[src/common/pmt_consts.svh]
`ifndef PMT_CONSTS_SVH
`define PMT_CONSTS_SVH

// ----------------------------------------
// register map, byte addresses
// ----------------------------------------
`define PMT_ADDR_W       8
`define PMT_OFS_CONTROL  8'h00
`define PMT_OFS_PERIOD   8'h04
`define PMT_OFS_COUNT    8'h08
`define PMT_OFS_FLAG     8'h0c
`define PMT_OFS_ENABLE   8'h10

// ----------------------------------------
// control fields
// ----------------------------------------
`define PMT_CTL_POST_MSB 6
`define PMT_CTL_POST_LSB 3
`define PMT_CTL_RUN_BIT  2
`define PMT_CTL_PRE_MSB  1
`define PMT_CTL_PRE_LSB  0
`define PMT_CTL_WMASK    8'h7f
`define PMT_MATCH_BIT    1

// ----------------------------------------
// reset values
// ----------------------------------------
`define PMT_CONTROL_RST  8'h00
`define PMT_PERIOD_RST   8'hff
`define PMT_COUNT_RST    8'h00

// ----------------------------------------
// divider terminal counts (ratio minus one)
// ----------------------------------------
`define PMT_DIV_W        4
`define PMT_INSTR_LAST   4'h3
`define PMT_PRE_LAST_1   4'h0
`define PMT_PRE_LAST_4   4'h3
`define PMT_PRE_LAST_16  4'hf
`define PMT_PRE_SEL_1    2'b00
`define PMT_PRE_SEL_4    2'b01

// ----------------------------------------
// bus responses
// ----------------------------------------
`define PMT_RESP_OKAY    2'b00
`define PMT_RESP_SLVERR  2'b10

`endif

[src/common/pmt_pkg.sv]
`default_nettype none
`include "pmt_consts.svh"

package pmt_pkg;

  // write response phase
  typedef enum logic [0:0] {
    PMT_WR_IDLE = 1'b0,
    PMT_WR_RESP = 1'b1
  } pmt_wr_state_t;

  // divider state
  typedef struct packed {
    logic [`PMT_DIV_W-1:0] cnt;
  } pmt_div_state_t;

  // whole state of the timer top
  typedef struct packed {
    logic [7:0]            control;
    logic [7:0]            period;
    logic [7:0]            count;
    logic                  match_flag;
    logic                  match_irq_enable;
    logic                  aw_got;
    logic [`PMT_ADDR_W-1:0] aw_addr;
    logic                  w_got;
    logic [31:0]           w_data;
    logic [3:0]            w_strb;
    pmt_wr_state_t         wr_state;
    logic [1:0]            bresp;
    logic                  rvalid;
    logic [31:0]           rdata;
    logic [1:0]            rresp;
    logic [3:0]            chk_pre;
    logic [3:0]            chk_post;
  } pmt_state_t;

endpackage : pmt_pkg

`default_nettype wire

[src/hw/pmt_timer.sv]
// Function
// - postscaler divides matches by select plus one
// - reset loads period with all ones
// - count resets to zero, always read/writable
// - control bit 7 reads zero, reset zero
// - prescaler divides by 1, 4 or 16
// - match restarts count and steps postscaler; postscaler output sets flag
// - counts only while run bit set
// - count/control writes clear prescaler and postscaler
//
// Chosen here: the placing of the registers and the AXI4-Lite interface to the registers.
`default_nettype none
`include "pmt_consts.svh"

module pmt_timer
  import pmt_pkg::*;
(
  input  wire logic                   aclk,
  input  wire logic                   aresetn,
  input  wire logic                   awvalid,
  output logic                        awready,
  input  wire logic [`PMT_ADDR_W-1:0] awaddr,
  input  wire logic [2:0]             awprot,
  input  wire logic                   wvalid,
  output logic                        wready,
  input  wire logic [31:0]            wdata,
  input  wire logic [3:0]             wstrb,
  output logic                        bvalid,
  input  wire logic                   bready,
  output logic [1:0]                  bresp,
  input  wire logic                   arvalid,
  output logic                        arready,
  input  wire logic [`PMT_ADDR_W-1:0] araddr,
  input  wire logic [2:0]             arprot,
  output logic                        rvalid,
  input  wire logic                   rready,
  output logic [31:0]                 rdata,
  output logic [1:0]                  rresp,
  output logic                        irq
);

  pmt_state_t st;
  pmt_state_t next_st;

  logic                  run;
  logic [3:0]            post_sel;
  logic [`PMT_DIV_W-1:0] pre_last;
  logic                  instr_tick;
  logic                  pre_carry;
  logic                  post_step;
  logic                  post_carry;
  logic                  match;
  logic                  tmr_clear;
  logic                  do_write;
  logic                  wen;
  logic                  wr_control;
  logic                  wr_period;
  logic                  wr_count;
  logic                  wr_flag;
  logic                  wr_enable;
  logic                  wr_mapped;
  logic [7:0]            wbyte;
  logic [7:0]            rd_mux;
  logic                  rd_mapped;

  // ----------------------------------------
  // control decode
  // ----------------------------------------
  assign run      = st.control[`PMT_CTL_RUN_BIT];
  assign post_sel = st.control[`PMT_CTL_POST_MSB:`PMT_CTL_POST_LSB];

  // prescale code to terminal count; both upper codes give 1:16
  always_comb begin
    case (st.control[`PMT_CTL_PRE_MSB:`PMT_CTL_PRE_LSB])
      `PMT_PRE_SEL_1: pre_last = `PMT_PRE_LAST_1;
      `PMT_PRE_SEL_4: pre_last = `PMT_PRE_LAST_4;
      default:        pre_last = `PMT_PRE_LAST_16;
    endcase
  end

  // ----------------------------------------
  // register write decode
  // ----------------------------------------
  // a write lands only once both address and data are held
  assign do_write   = (st.wr_state == PMT_WR_IDLE) && st.aw_got && st.w_got;
  assign wen        = do_write && st.w_strb[0];
  assign wbyte      = st.w_data[7:0];
  assign wr_control = wen && (st.aw_addr == `PMT_OFS_CONTROL);
  assign wr_period  = wen && (st.aw_addr == `PMT_OFS_PERIOD);
  assign wr_count   = wen && (st.aw_addr == `PMT_OFS_COUNT);
  assign wr_flag    = wen && (st.aw_addr == `PMT_OFS_FLAG);
  assign wr_enable  = wen && (st.aw_addr == `PMT_OFS_ENABLE);

  // mapped check ignores strobes so a zero-strobe write still answers okay
  assign wr_mapped  = (st.aw_addr == `PMT_OFS_CONTROL) ||
                      (st.aw_addr == `PMT_OFS_PERIOD)  ||
                      (st.aw_addr == `PMT_OFS_COUNT)   ||
                      (st.aw_addr == `PMT_OFS_FLAG)    ||
                      (st.aw_addr == `PMT_OFS_ENABLE);

  // any count or control write restarts both scalers
  assign tmr_clear  = wr_control || wr_count;

  // ----------------------------------------
  // clock chain: instruction clock, prescaler, postscaler
  // ----------------------------------------
  // instruction clock is aclk divided by four, free running
  pmt_divider u_instr_div (
    .aclk    (aclk),
    .aresetn (aresetn),
    .clear   (1'b0),
    .step    (1'b1),
    .last    (`PMT_INSTR_LAST),
    .carry   (instr_tick)
  );

  // prescaler steps only on instruction ticks while running
  pmt_divider u_pre_div (
    .aclk    (aclk),
    .aresetn (aresetn),
    .clear   (tmr_clear),
    .step    (instr_tick && run),
    .last    (pre_last),
    .carry   (pre_carry)
  );

  assign match     = (st.count == st.period);
  assign post_step = pre_carry && match;

  // postscaler counts matches; select n gives 1:(n+1)
  pmt_divider u_post_div (
    .aclk    (aclk),
    .aresetn (aresetn),
    .clear   (tmr_clear),
    .step    (post_step),
    .last    (post_sel),
    .carry   (post_carry)
  );

  // ----------------------------------------
  // read mux
  // ----------------------------------------
  always_comb begin
    rd_mux    = 8'h00;
    rd_mapped = 1'b1;
    case (araddr)
      `PMT_OFS_CONTROL: rd_mux = st.control & `PMT_CTL_WMASK;
      `PMT_OFS_PERIOD:  rd_mux = st.period;
      `PMT_OFS_COUNT:   rd_mux = st.count;
      `PMT_OFS_FLAG:    rd_mux[`PMT_MATCH_BIT] = st.match_flag;
      `PMT_OFS_ENABLE:  rd_mux[`PMT_MATCH_BIT] = st.match_irq_enable;
      default:          rd_mapped = 1'b0;
    endcase
  end

  // ----------------------------------------
  // next state
  // ----------------------------------------
  always_comb begin
    next_st = st;

    // write address and data are taken independently
    if (awvalid && awready) begin
      next_st.aw_got  = 1'b1;
      next_st.aw_addr = awaddr;
    end
    if (wvalid && wready) begin
      next_st.w_got  = 1'b1;
      next_st.w_data = wdata;
      next_st.w_strb = wstrb;
    end

    // perform write and raise the response
    if (do_write) begin
      next_st.aw_got   = 1'b0;
      next_st.w_got    = 1'b0;
      next_st.wr_state = PMT_WR_RESP;
      next_st.bresp    = wr_mapped ? `PMT_RESP_OKAY : `PMT_RESP_SLVERR;
    end
    if ((st.wr_state == PMT_WR_RESP) && bready) begin
      next_st.wr_state = PMT_WR_IDLE;
    end

    // read data is captured in the cycle the address is taken and answered the cycle after
    if (arvalid && arready) begin
      next_st.rvalid = 1'b1;
      next_st.rdata  = {24'h00_0000, rd_mux};
      next_st.rresp  = rd_mapped ? `PMT_RESP_OKAY : `PMT_RESP_SLVERR;
    end else if (st.rvalid && rready) begin
      next_st.rvalid = 1'b0;
    end

    // count advances on prescaler output, restarts after a match
    if (pre_carry) begin
      next_st.count = match ? `PMT_COUNT_RST : st.count + 8'h01;
    end

    // software writes win over a same-cycle increment
    if (wr_count) begin
      next_st.count = wbyte;
    end
    if (wr_control) begin
      next_st.control = wbyte & `PMT_CTL_WMASK;
    end
    if (wr_period) begin
      next_st.period = wbyte;
    end
    if (wr_enable) begin
      next_st.match_irq_enable = wbyte[`PMT_MATCH_BIT];
    end

    // flag clears by writing one; a same-cycle event wins
    if (wr_flag && wbyte[`PMT_MATCH_BIT]) begin
      next_st.match_flag = 1'b0;
    end
    if (post_carry) begin
      next_st.match_flag = 1'b1;
    end

    // shadow counts watched only by the checks below
    if (tmr_clear || pre_carry) begin
      next_st.chk_pre = 4'h0;
    end else if (instr_tick && run) begin
      next_st.chk_pre = st.chk_pre + 4'h1;
    end
    if (tmr_clear || post_carry) begin
      next_st.chk_post = 4'h0;
    end else if (post_step) begin
      next_st.chk_post = st.chk_post + 4'h1;
    end
  end

  // ----------------------------------------
  // state register
  // ----------------------------------------
  always_ff @(posedge aclk) begin
    if (!aresetn) begin
      st         <= '0;
      st.control <= `PMT_CONTROL_RST;
      st.period  <= `PMT_PERIOD_RST;
      st.count   <= `PMT_COUNT_RST;
    end else begin
      st <= next_st;
    end
  end

  // ----------------------------------------
  // outputs
  // ----------------------------------------
  // single address slot per channel, so ready falls while one is held
  assign awready = !st.aw_got;
  assign wready  = !st.w_got;
  assign bvalid  = (st.wr_state == PMT_WR_RESP);
  assign bresp   = st.bresp;
  assign arready = !st.rvalid;
  assign rvalid  = st.rvalid;
  assign rdata   = st.rdata;
  assign rresp   = st.rresp;

  // level interrupt while the sticky flag is set and enabled
  assign irq     = st.match_flag && st.match_irq_enable;
endmodule : pmt_timer

`default_nettype wire

[src/hw/pmt_divider.sv]
`default_nettype none
`include "pmt_consts.svh"

module pmt_divider
  import pmt_pkg::*;
(
  input  wire logic                  aclk,
  input  wire logic                  aresetn,
  input  wire logic                  clear,
  input  wire logic                  step,
  input  wire logic [`PMT_DIV_W-1:0] last,
  output logic                       carry
);

  pmt_div_state_t st;
  pmt_div_state_t next_st;

  // ----------------------------------------
  // carry and next count
  // ----------------------------------------
  // a ratio lowered below the count wraps on the next step, never stalls
  assign carry = step && !clear && (st.cnt >= last);

  always_comb begin
    next_st = st;
    if (clear) begin
      next_st.cnt = '0;
    end else if (carry) begin
      next_st.cnt = '0;
    end else if (step) begin
      next_st.cnt = st.cnt + 1'b1;
    end
  end

  // state register
  always_ff @(posedge aclk) begin
    if (!aresetn) begin
      st <= '0;
    end else begin
      st <= next_st;
    end
  end

endmodule : pmt_divider

`default_nettype wire

[config.mk]
export PLATFORM = sky130hd
export DESIGN_NAME = pmt_timer
export DESIGN_NICKNAME = d
export VERILOG_FILES = /design/src/common/pmt_pkg.sv /design/src/hw/pmt_timer.sv /design/src/hw/pmt_divider.sv
export VERILOG_INCLUDE_DIRS = /design/src /design/src/common
export SDC_FILE = /design/constraint.sdc
export NUM_CORES = 1
export LEC_CHECK = 0
export BUFFER_PORTS_ARGS = -buffer_cell sky130_fd_sc_hd__buf_2
export CAP_MARGIN = 20
export CORE_ASPECT_RATIO = 0.75
export CORE_UTILIZATION = 30
export CTS_CLUSTER_SIZE = 16
export DETAILED_ROUTE_END_ITERATION = 10
export SYNTH_ARGS = -nofsm -noshare
export SYNTH_HDL_FRONTEND = slang
export SYNTH_SLANG_ARGS = --single-unit
[constraint.sdc]
create_clock -name aclk -period 2.5 [get_ports aclk]
set_clock_uncertainty 0.05 [all_clocks]
set_input_delay 0.25 -clock aclk [delete_from_list [all_inputs] [get_ports aclk]]
set_output_delay 0.25 -clock aclk [all_outputs]
set_load 0.03 [all_outputs]
# After elaboration in Yosys (flattened, before gate mapping)
# Cells that the tools add are included.
totals:
  reg_bits: 70
  inputBits: 65
classes:
  add_sub_neg: 4
  magnitude_cmp: 3
  eq_ne: 10
  mux: 14
  bitwise_logic: 2
  n_reduce_logical: 42
ops:
  columns: ["cell", "n"]
  rows:
  - ["$eq 8x4->1 const B", 4]
  - ["$mux 8", 3]
  - ["$logic_and 1x1->1", 21]
  - ["$pmux 6 s3", 1]
  - ["$eq 8x3->1 const B", 2]
  - ["$eq 8x5->1 const B", 2]
  - ["$logic_not 8->1", 2]
  - ["$add 4x1->4 const B", 3]
  - ["$add 8x1->8 const B", 1]
  - ["$eq 8x8->1", 1]
  - ["$ge 4x4->1", 2]
  - ["$pmux 4 s2", 1]
  - ["$reduce_bool 2->1", 3]
  - ["$reduce_or 2->1", 3]
  - ["$reduce_or 3->1", 2]
  - ["$logic_or 1x1->1", 5]
  - ["$mux 1", 5]
  - ["$pmux 1 s5", 1]
  - ["$reduce_or 5->1", 1]
  - ["$ge 4x2->1 const B", 1]
  - ["$logic_not 1->1", 4]
  - ["$mux 2", 2]
  - ["$pmux 1 s3", 1]
  - ["$eq 2x1->1 const B", 1]
  - ["other kinds (2)", 3]

# Depth between registers and ports, before layout
# Gate-level depths: netlist (run 1).
logic_depth:
  word_depth: 13
  depth_mapped: 8

# Modules after synthesis
# Synthesis (run 1) repeated with hierarchy kept, for this count alone.
hier_totals:
  hier_cells: 448
  hier_area_um2: 3945.0
by_module_without_submodules:
  columns: ["module", "instances", "cells_per_inst", "area_each_um2", "seq_area_each_um2"]
  rows:
  - ["pmt_timer", 1, 340, 2957.8, 1121.1]
  - ["pmt_divider", 3, 36, 329.1, 80.1]

# Worst setup path before layout (run 1)
# No wires, ideal clock.
synth_path:
  path_type: "register -> register"
  start: "register st[110] in the netlist's numbering"
  end: "register u_post_div.st[0] in the netlist's numbering"
  setup_time_ps: 127
  arrival_ps: 2022
  setup_slack_ps: 301
  path_stages_with_launch: 9
  path_buffers: 0
  period_less_slack_ps: 2199
  cell_sequence: "dfxtp_1 -> or2_2 -> ha_1 -> nand2b_1 -> a2111oi_2 -> or3_1 -> or3_1 -> o211ai_1 -> nor2_1"
synth_via:
  elab_chain_cells: 8
  word_cells_on_any_way: 9
  cone_classes: "order compare: 1; eq/ne: 1; mux: 1; reduce/logical: 6"
synth_rtl:
  columns: ["item", "line_no", "source"]
  rows:
  - ["from (decl)", "pmt_timer.sv:42", "pmt_state_t st;"]
  - ["from (signal assigned)", "pmt_timer.sv:243", "st <= next_st;"]
  - ["$eq 2x1->1 or $logic_not 2->1 (tied branches)", "pmt_timer.sv:74", "case (st.control[`PMT_CTL_PRE_MSB:`PMT_CTL_PRE_LSB])"]
  - ["$pmux 4 s2 *", "pmt_timer.sv:74", null]
  - ["$ge 4x4->1 *", "pmt_divider.sv:22", "assign carry = step && !clear && (st.cnt >= last);"]
  - ["$logic_and 1x1->1 *", "pmt_divider.sv:22", null]
  - ["$logic_and 1x1->1 *", "pmt_timer.sv:128", "assign post_step = pre_carry && match;"]
  - ["$logic_and 1x1->1 (2 in series)", "pmt_divider.sv:22", null]
  - ["$reduce_or 3->1 (no line)", null, null]
  - ["to (signal assigned)", "pmt_divider.sv:40", "st <= next_st;"]
  - ["to (decl)", "pmt_divider.sv:15", "pmt_div_state_t st;"]
# Every way passes the cells marked *; elsewhere a longest branch is shown, timed or not.
# A chain may end at the register's enable or synchronous reset.

# Final worst setup path (run 1)
layout_path:
  start: "register st[110] in the netlist's numbering"
  end: "register st[101] in the netlist's numbering"
layout_via:
  elab_chain_cells: 5
  word_cells_on_any_way: 6
  cone_classes: "order compare: 1; eq/ne: 1; mux: 1; reduce/logical: 3"
layout_rtl:
  columns: ["item", "line_no"]
  rows:
  - ["$eq 2x1->1 or $logic_not 2->1 (tied branches)", "pmt_timer.sv:74"]
  - ["$pmux 4 s2 *", "pmt_timer.sv:74"]
  - ["$ge 4x4->1 *", "pmt_divider.sv:22"]
  - ["$logic_and 1x1->1 *", "pmt_divider.sv:22"]
  - ["$reduce_bool 2->1 (no line) *", null]
# Marked as above.

==> metrics, run 1 <==
Worst Reg-to-Reg Cells 8; die footprint between 10,000 and 15,000 um2; cts bufs inserted 9; critical path class reg -> reg; number of global-route vias before repair 2,569; max-slew violations 0; Die Width 128 um; Arr. time, crit path approximately 2.6 ns; GRT Overall Usage 0.140; relative slew slack 0.532; largest net degree at the start of global routing a little under 50; Seq cells post-synth 68; share of synthesized area spent on multiplexers 0.0732; combinational family with the most area after synthesis simple AND/OR/NAND/NOR gates; Final Cycle Share 0.952; initial antenna violation count 0; Main synth FF type dfxtp_1; post-synthesis xor/xnor area fraction 0.0468; RSZ-0062 raised after global routing no; Worst R2R Start st[110]; post-synth cell types 52; Critical Path Start st[110]; Startpoint Class register; total gr overflow 0; CTS tree yes; Clock Tree Root clkbuf_16; Reg2Reg Setup Slack about 0.12 ns; fmax ~420 MHz; clock latency on the worst-skew pair ~0.34 ns; WL/cell about 13 um; RePlAce Congestion approximately 0.79; Sw Ratio 0.236; Min-Delay Path Class in -> reg; initial core utilization 0.307; clk buf depth 2; Seq/Total Area, Yosys 0.383; P_sw between 600 and 700 uW; final hold violation count 0; Yosys Warn Count 0; Max VDD drop 0.000297 V; Ant. Diodes 0; layout cell share with drive strength beyond 1 0.179; Residual DRC 0; Post-Route Setup TNS 0 ns; Post-Synth Adder-Cell Area 0.0422; Max H-tree Level 3; fraction of the mapped netlist area in simple logic gates 0.224; Die Height a little under 100 um; Worst-path clk slew around 0.05 ns; combinational share of power 0.084; MaxCap Viol Count 0; Place WS between 0.1 and 0.15 ns; power density of the placed cells about 630 nW/um2; ys async rst share 0; IO Count 107; status finished clean; Starting DRT DRC Count 193; CORE AREA roughly 12,000 um2; number of routed nets with antenna violations 0; Routed WL about 8000 um; Leak between 1.5 and 2 nW; I/O Buffers 47; Mean Syn Cell Area around 9 um2; reg2reg end st[101]; Final Setup Violations 0; drt pass-1 iters 5; Hold Path Depth 3; Internal Power 1.98 mW; CTS Sinks 68; Setup crit end st[101]; Synth Area in Compound Gates 0.122; via count ~2,800; dpl hpwl 5950 um; Netlist Area Pre-Place roughly 3600 um2; clock share of power 0.474; fin crit period ~2.4 ns; first-pass GRT wire length 12,900 um; sequential share of power 0.442; Data required, critical path around 2.7 ns; Post-Syn Instances between 300 and 400; CP Max Fanout 7; row count 34; vias per inst 4.64; Worst-Margin Slew between 0.7 and 0.8 ns; nets@finish slightly above 500; EDFF count, synth 0; Area Overhead vs Synth 15.9%; worst setup margin approximately 0.12 ns; CP endpoint kind register
## power groups by stage
stage	Clock, mW	Combinational [mW]	Sequential [mW]
detailed placement	0	0.217	1.16
CTS	1.26	0.218	1.14
finish	1.23	0.218	1.14
global route	1.31	0.239	1.14
floorplan	0	0.190	1.16
global placement	0	0.214	1.16
## metrics by stage
stage / hold slack, ns / cell area, um2 / instances / total power [mW] / util
after detailed placement: 0.367 / 3800 / 588 / 1.38 / 0.329
after global routing: 0.102 / 4120 / 604 / 2.70 / 0.356
after floorplan: 0.316 / 3660 / 424 / 1.35 / -
after CTS: 0.0859 / 4090 / 603 / 2.62 / 0.353
final: 0.0863 / 4120 / 604 / 2.59 / 0.356
after global placement: 0.354 / 3800 / 588 / 1.38 / 0.329
## worst max-delay path, stage by stage, from the launching register on
cell and delay [ns]:
dfxtp_1 0.33, or2_2 0.31, ha_1 0.27, nand2b_1 0.14, a2111oi_4 0.10, or3_4 0.37
nor3_2 0.41, a32oi_1 0.18, a21boi_1 0.16
## cell type report
class                   count  area (um2)
fillers                  1202        7450
multi-input cells         293        1940
flip-flops and latches     68        1360
repair buffers             54         288
clock buffers              13         250
well taps                 162         203
inverters                  12        45.0
clock inverters             2        35.0
## cells in the final DEF (no fill, tap or decap), drive strengths merged, types with 4 or more instances in the layout
| cell | synthesis | final |
|---|---|---|
| a222oi | 6 | 6 |
| and3 | 5 | 5 |
| a21boi | 18 | 18 |
| clkbuf | 12 | 13 |
| nand3 | 7 | 7 |
| inv | 12 | 12 |
| nor2 | 21 | 21 |
| nand2 | 54 | 54 |
| o21ai | 13 | 13 |
| mux2i | 26 | 26 |
| dfxtp | 68 | 68 |
| and2 | 13 | 13 |
| nor2b | 19 | 19 |
| nor3 | 6 | 6 |
| nand4 | 5 | 5 |
| xor2 | 5 | 5 |
| conb | 1 | 28 |
| buf | 39 | 54 |
| a22oi | 8 | 8 |
| xnor2 | 14 | 14 |
| nand2b | 4 | 4 |
| ha | 12 | 12 |
| nor4 | 4 | 4 |
## what timing repair did
item	CTS	global route
hold buffers	0	0
setup buffers	0	1
endpoints found under the setup margin	0	5
gates resized for setup	0	3
## synthesized netlist by cell type (all sizes together), types with 2 or more instances
cell	n	share of area
and3	5	0.0088
xnor2	14	0.034
a21oi	3	0.0042
a21boi	18	0.038
nor3	6	0.011
clkbuf	12	0.013
nor2	21	0.026
mux2i	26	0.073
ha	12	0.042
nand2	54	0.057
nand4	5	0.0088
nor4	4	0.013
nor2b	19	0.033
a222oi	6	0.017
dfxtp	68	0.38
a22oi	8	0.018
a21o	2	0.0042
buf	39	0.083
nor3b	2	0.0056
nand3	7	0.0098
and2	13	0.023
inv	12	0.013
nand2b	4	0.0070
xor2	5	0.012
or3	2	0.0035
a31oi	2	0.0035
o21ai	13	0.018
## logic make-up (layout without fill, tap and decap cells)
group                      count (synthesis)  in the layout
adders and majority gates                 12             12
muxes                                     26             26
AOI/OAI and AO/OA                         59             59
other                                      1             28
DFF                                       68             68
and+or+nand+nor                          149            149
xor gates and xnor gates                  19             19
buffers and inverters                     63             81
## per-layer routing
layer | track usage | vias to the layer above | part of all wire
met5 | 0 | - | 0
met4 | 0.0549 | 0 | 0.0090
met3 | 0.0506 | 8 | 0.061
met2 | 0.214 | 74 | 0.44
met1 | 0.181 | 1330 | 0.49
li1 | - | 1388 | -
## flip-flops by register name, summed over array words and instances, names as in the netlist
signal	flops
post_sel	4
rresp	1
run	1
rdata	8
st	39
bresp	1
u_pre_div.st	4
bvalid	1
u_post_div.st	4
u_instr_div.st	4
rvalid	1
## worst min path at each step
| stage | from | end |
|---|---|---|
| global placement | u_instr_div.st[0] | u_instr_div.st[0] |
| detailed placement | u_instr_div.st[0] | u_instr_div.st[0] |
| CTS | awvalid | st[91] |
| floorplan | wvalid | st[82] |
| finish | awvalid | st[91] |
| global route | awvalid | st[91] |
Note: power is estimated with default switching activity, not from simulation.
==> run 2: changes to the inputs <==
--- a/config.mk
+++ b/config.mk
@@ -12,6 +12,7 @@
 export CORE_UTILIZATION = 30
 export CTS_CLUSTER_SIZE = 16
 export DETAILED_ROUTE_END_ITERATION = 10
+export SLEW_MARGIN = 0
 export SYNTH_ARGS = -nofsm -noshare
 export SYNTH_HDL_FRONTEND = slang
 export SYNTH_SLANG_ARGS = --single-unit
==> constraint.sdc (replaced) <==
create_clock -name aclk -period 2.5 [get_ports aclk]
set_clock_uncertainty 0.05 [all_clocks]
set_input_delay 0.375 -clock aclk [delete_from_list [all_inputs] [get_ports aclk]]
set_output_delay 0.375 -clock aclk [all_outputs]
set_load 0.03 [all_outputs]
==> run 2 against run 1 <==
  * Largest power group unchanged
  * Sequential power about the same
  * Flip-flop and latch count did not move
  * Maximum frequency grew 0.41%
  * Highest routed layer unchanged
  * Non-clock buffer count grew 1
  * Combinational power is essentially flat
  * Core utilization is 0.45 points higher
  * Critical path depth stayed put
  * Via count is 1.9% lower
  * Design area grew 1.3%
==> metrics, run 2 (synthesis gave the netlist of run 1 again) <==
clk buf depth 2 (unchanged); Final Setup Violations 0 (unchanged); CP delay by family, top simple AND/OR/NAND/NOR gates; status finished clean; die footprint 12,300 um2 (unchanged); most frequent cells in the layout dfxtp_1 (68), nand2_1 (54), buf_2 (47); largest reg by FF count st; dpl hpwl 5990 um (+0.71%); initial core utilization 0.307 (unchanged); number of fill cells 1,171 (-2.6%); Clock Tree Root clkbuf_16; reg2reg end u_post_div.st[1]; Reg2Reg Setup Slack 0.13 ns (about the same); Die Width 128 um (unchanged); GRT Overall Usage 0.139 (-0.00110); nets@finish 516 (+0.19%); CP max-delay cell or3_4; Design Area, Final 4170 um2 (+1.3%); max-slew violations 0 (unchanged); MaxCap Viol Count 0 (unchanged); Routed WL 7850 um (-1.9%); CTS Sinks 68 (unchanged); drt pass-1 iters 4 (-1); final std cells w/o fill 606 (+0.33%); worst setup margin 0.130 ns (+0.00968 ns); Ant. Diodes 0 (unchanged); WP buf/inv 0 (unchanged); CTS tree yes; cts bufs inserted 9 (unchanged); CP max stage delay 0.37 ns (-0.04 ns); number of global-route vias before repair 2,649 (+3.1%); row count 34 (unchanged); Worst-path clk slew 0.05 ns (about the same); RePlAce Congestion 0.810 (+2.0%); Leak 1.67 nW (+2.3%); post_cts resized 0 (unchanged); Die Height 96.3 um (unchanged); # Post-CTS Setup Buffers 0 (unchanged); placed cells 590 (+0.34%); Starting DRT DRC Count 141 (-27%); critical path class reg -> reg; Residual DRC 0 (unchanged); CP Max Fanout 4 (-3); initial antenna violation count 0 (unchanged); Setup crit end u_post_div.st[1]; fmax 422 MHz (+0.41%); power density of the placed cells 679 nW/um2 (+8.2%); IO Count 107 (unchanged); I/O Buffers 47 (unchanged); Worst-Margin Slew 0.673 ns (-0.0299 ns); number of routed nets with antenna violations 0 (unchanged); RSZ-0062 raised after global routing no; Min Hold Slack 0.210 ns (+0.123 ns); Final Cycle Share 0.948 (-0.00387); Post-Route Setup TNS 0 ns (unchanged); largest net degree at the start of global routing 26 (-47%); first-pass GRT wire length 12,900 um (+0.43%); WL/cell 13.0 um (-2.2%); relative slew slack 0.548 (+0.0162); Design Power 2.84 mW (+9.6%); CP endpoint kind register; total gr overflow 0 (unchanged); Place WS 0.0911 ns (-0.0290 ns); Max H-tree Level 3 (unchanged); vias per inst 4.53 (-2.3%); final core occ 0.361 (+0.00454); Data required, critical path 2.66 ns (-0.06 ns); Critical Path Start st[110]; Arr. time, crit path 2.53 ns (-0.07 ns); via count 2,746 (-1.9%); Cell Area, Placed 3820 um2 (+0.39%); final hold violation count 0 (unchanged); max FFs per register 39 (unchanged); Min-Delay Path Class in -> reg; layout cell share with drive strength beyond 1 0.187 (+0.00820); critical path depth in cells 8 (unchanged); clock latency on the worst-skew pair 0.33 ns (about the same); Worst Reg-to-Reg Cells 8 (unchanged); cts hold-fix bufs 0 (unchanged); Startpoint Class register; CORE AREA 11,600 um2 (unchanged); most common cell after layout, fill and taps aside dfxtp_1; fin crit period 2.37 ns (-0.00968 ns); CP Cell Sequence or2_2 > ha_1 > nand2b_1 > a2111oi_2 > or3_4 > or3_1 > o211ai_1 > nor2_1; Area Overhead vs Synth 17.3%; Max VDD drop 0.000407 V (+37%); Worst R2R Start st[110]
==> run 2: per-layer routing <==
layer / routed length, um / track usage / share of wire / vias up
met5: 0 / 0 / 0 / -
met3: 369 / 0.0461 / 0.047 / 9
met1: 3970 / 0.181 / 0.51 / 1301
met4: 95 / 0.0510 / 0.012 / 0
met2: 3420 / 0.215 / 0.44 / 52
li1: - / - / - / 1384
==> run 2: power by group <==
part / total, mW / internal, mW / switching (mW)
registers: 1.14 / 1.11 / 0.0288
clock network: 1.48 / 1.03 / 0.450
logic: 0.218 / 0.0717 / 0.146
total: 2.84 / 2.21 / 0.625
==> run 2: cell type report <==
cell class	instances	area, um2	area share
repair buffers	55	295	0.0707
well taps	162	203	0.0486
multi-input cells	293	1920	0.460
clock inverters	4	95.1	0.0228
clock buffers	12	256	0.0615
flip-flops and latches	68	1360	0.326
inverters	12	45.0	0.0108
==> run 2: worst min-delay path by stage <==
stage	to	startpoint	cells after the start
2_1_floorplan	u_instr_div.st[0]	u_instr_div.st[0]	1
3_3_place_gp	u_instr_div.st[0]	u_instr_div.st[0]	1
3_5_place_dp	u_instr_div.st[0]	u_instr_div.st[0]	1
4_1_cts	st[91]	awvalid	3
5_1_grt	st[91]	awvalid	3
6_report	st[91]	awvalid	3
==> run 2: worst min-delay path, stage by stage <==
cell and delay (ns):
buf_2 0.08, nor2_1 0.03, nor2_1 0.07
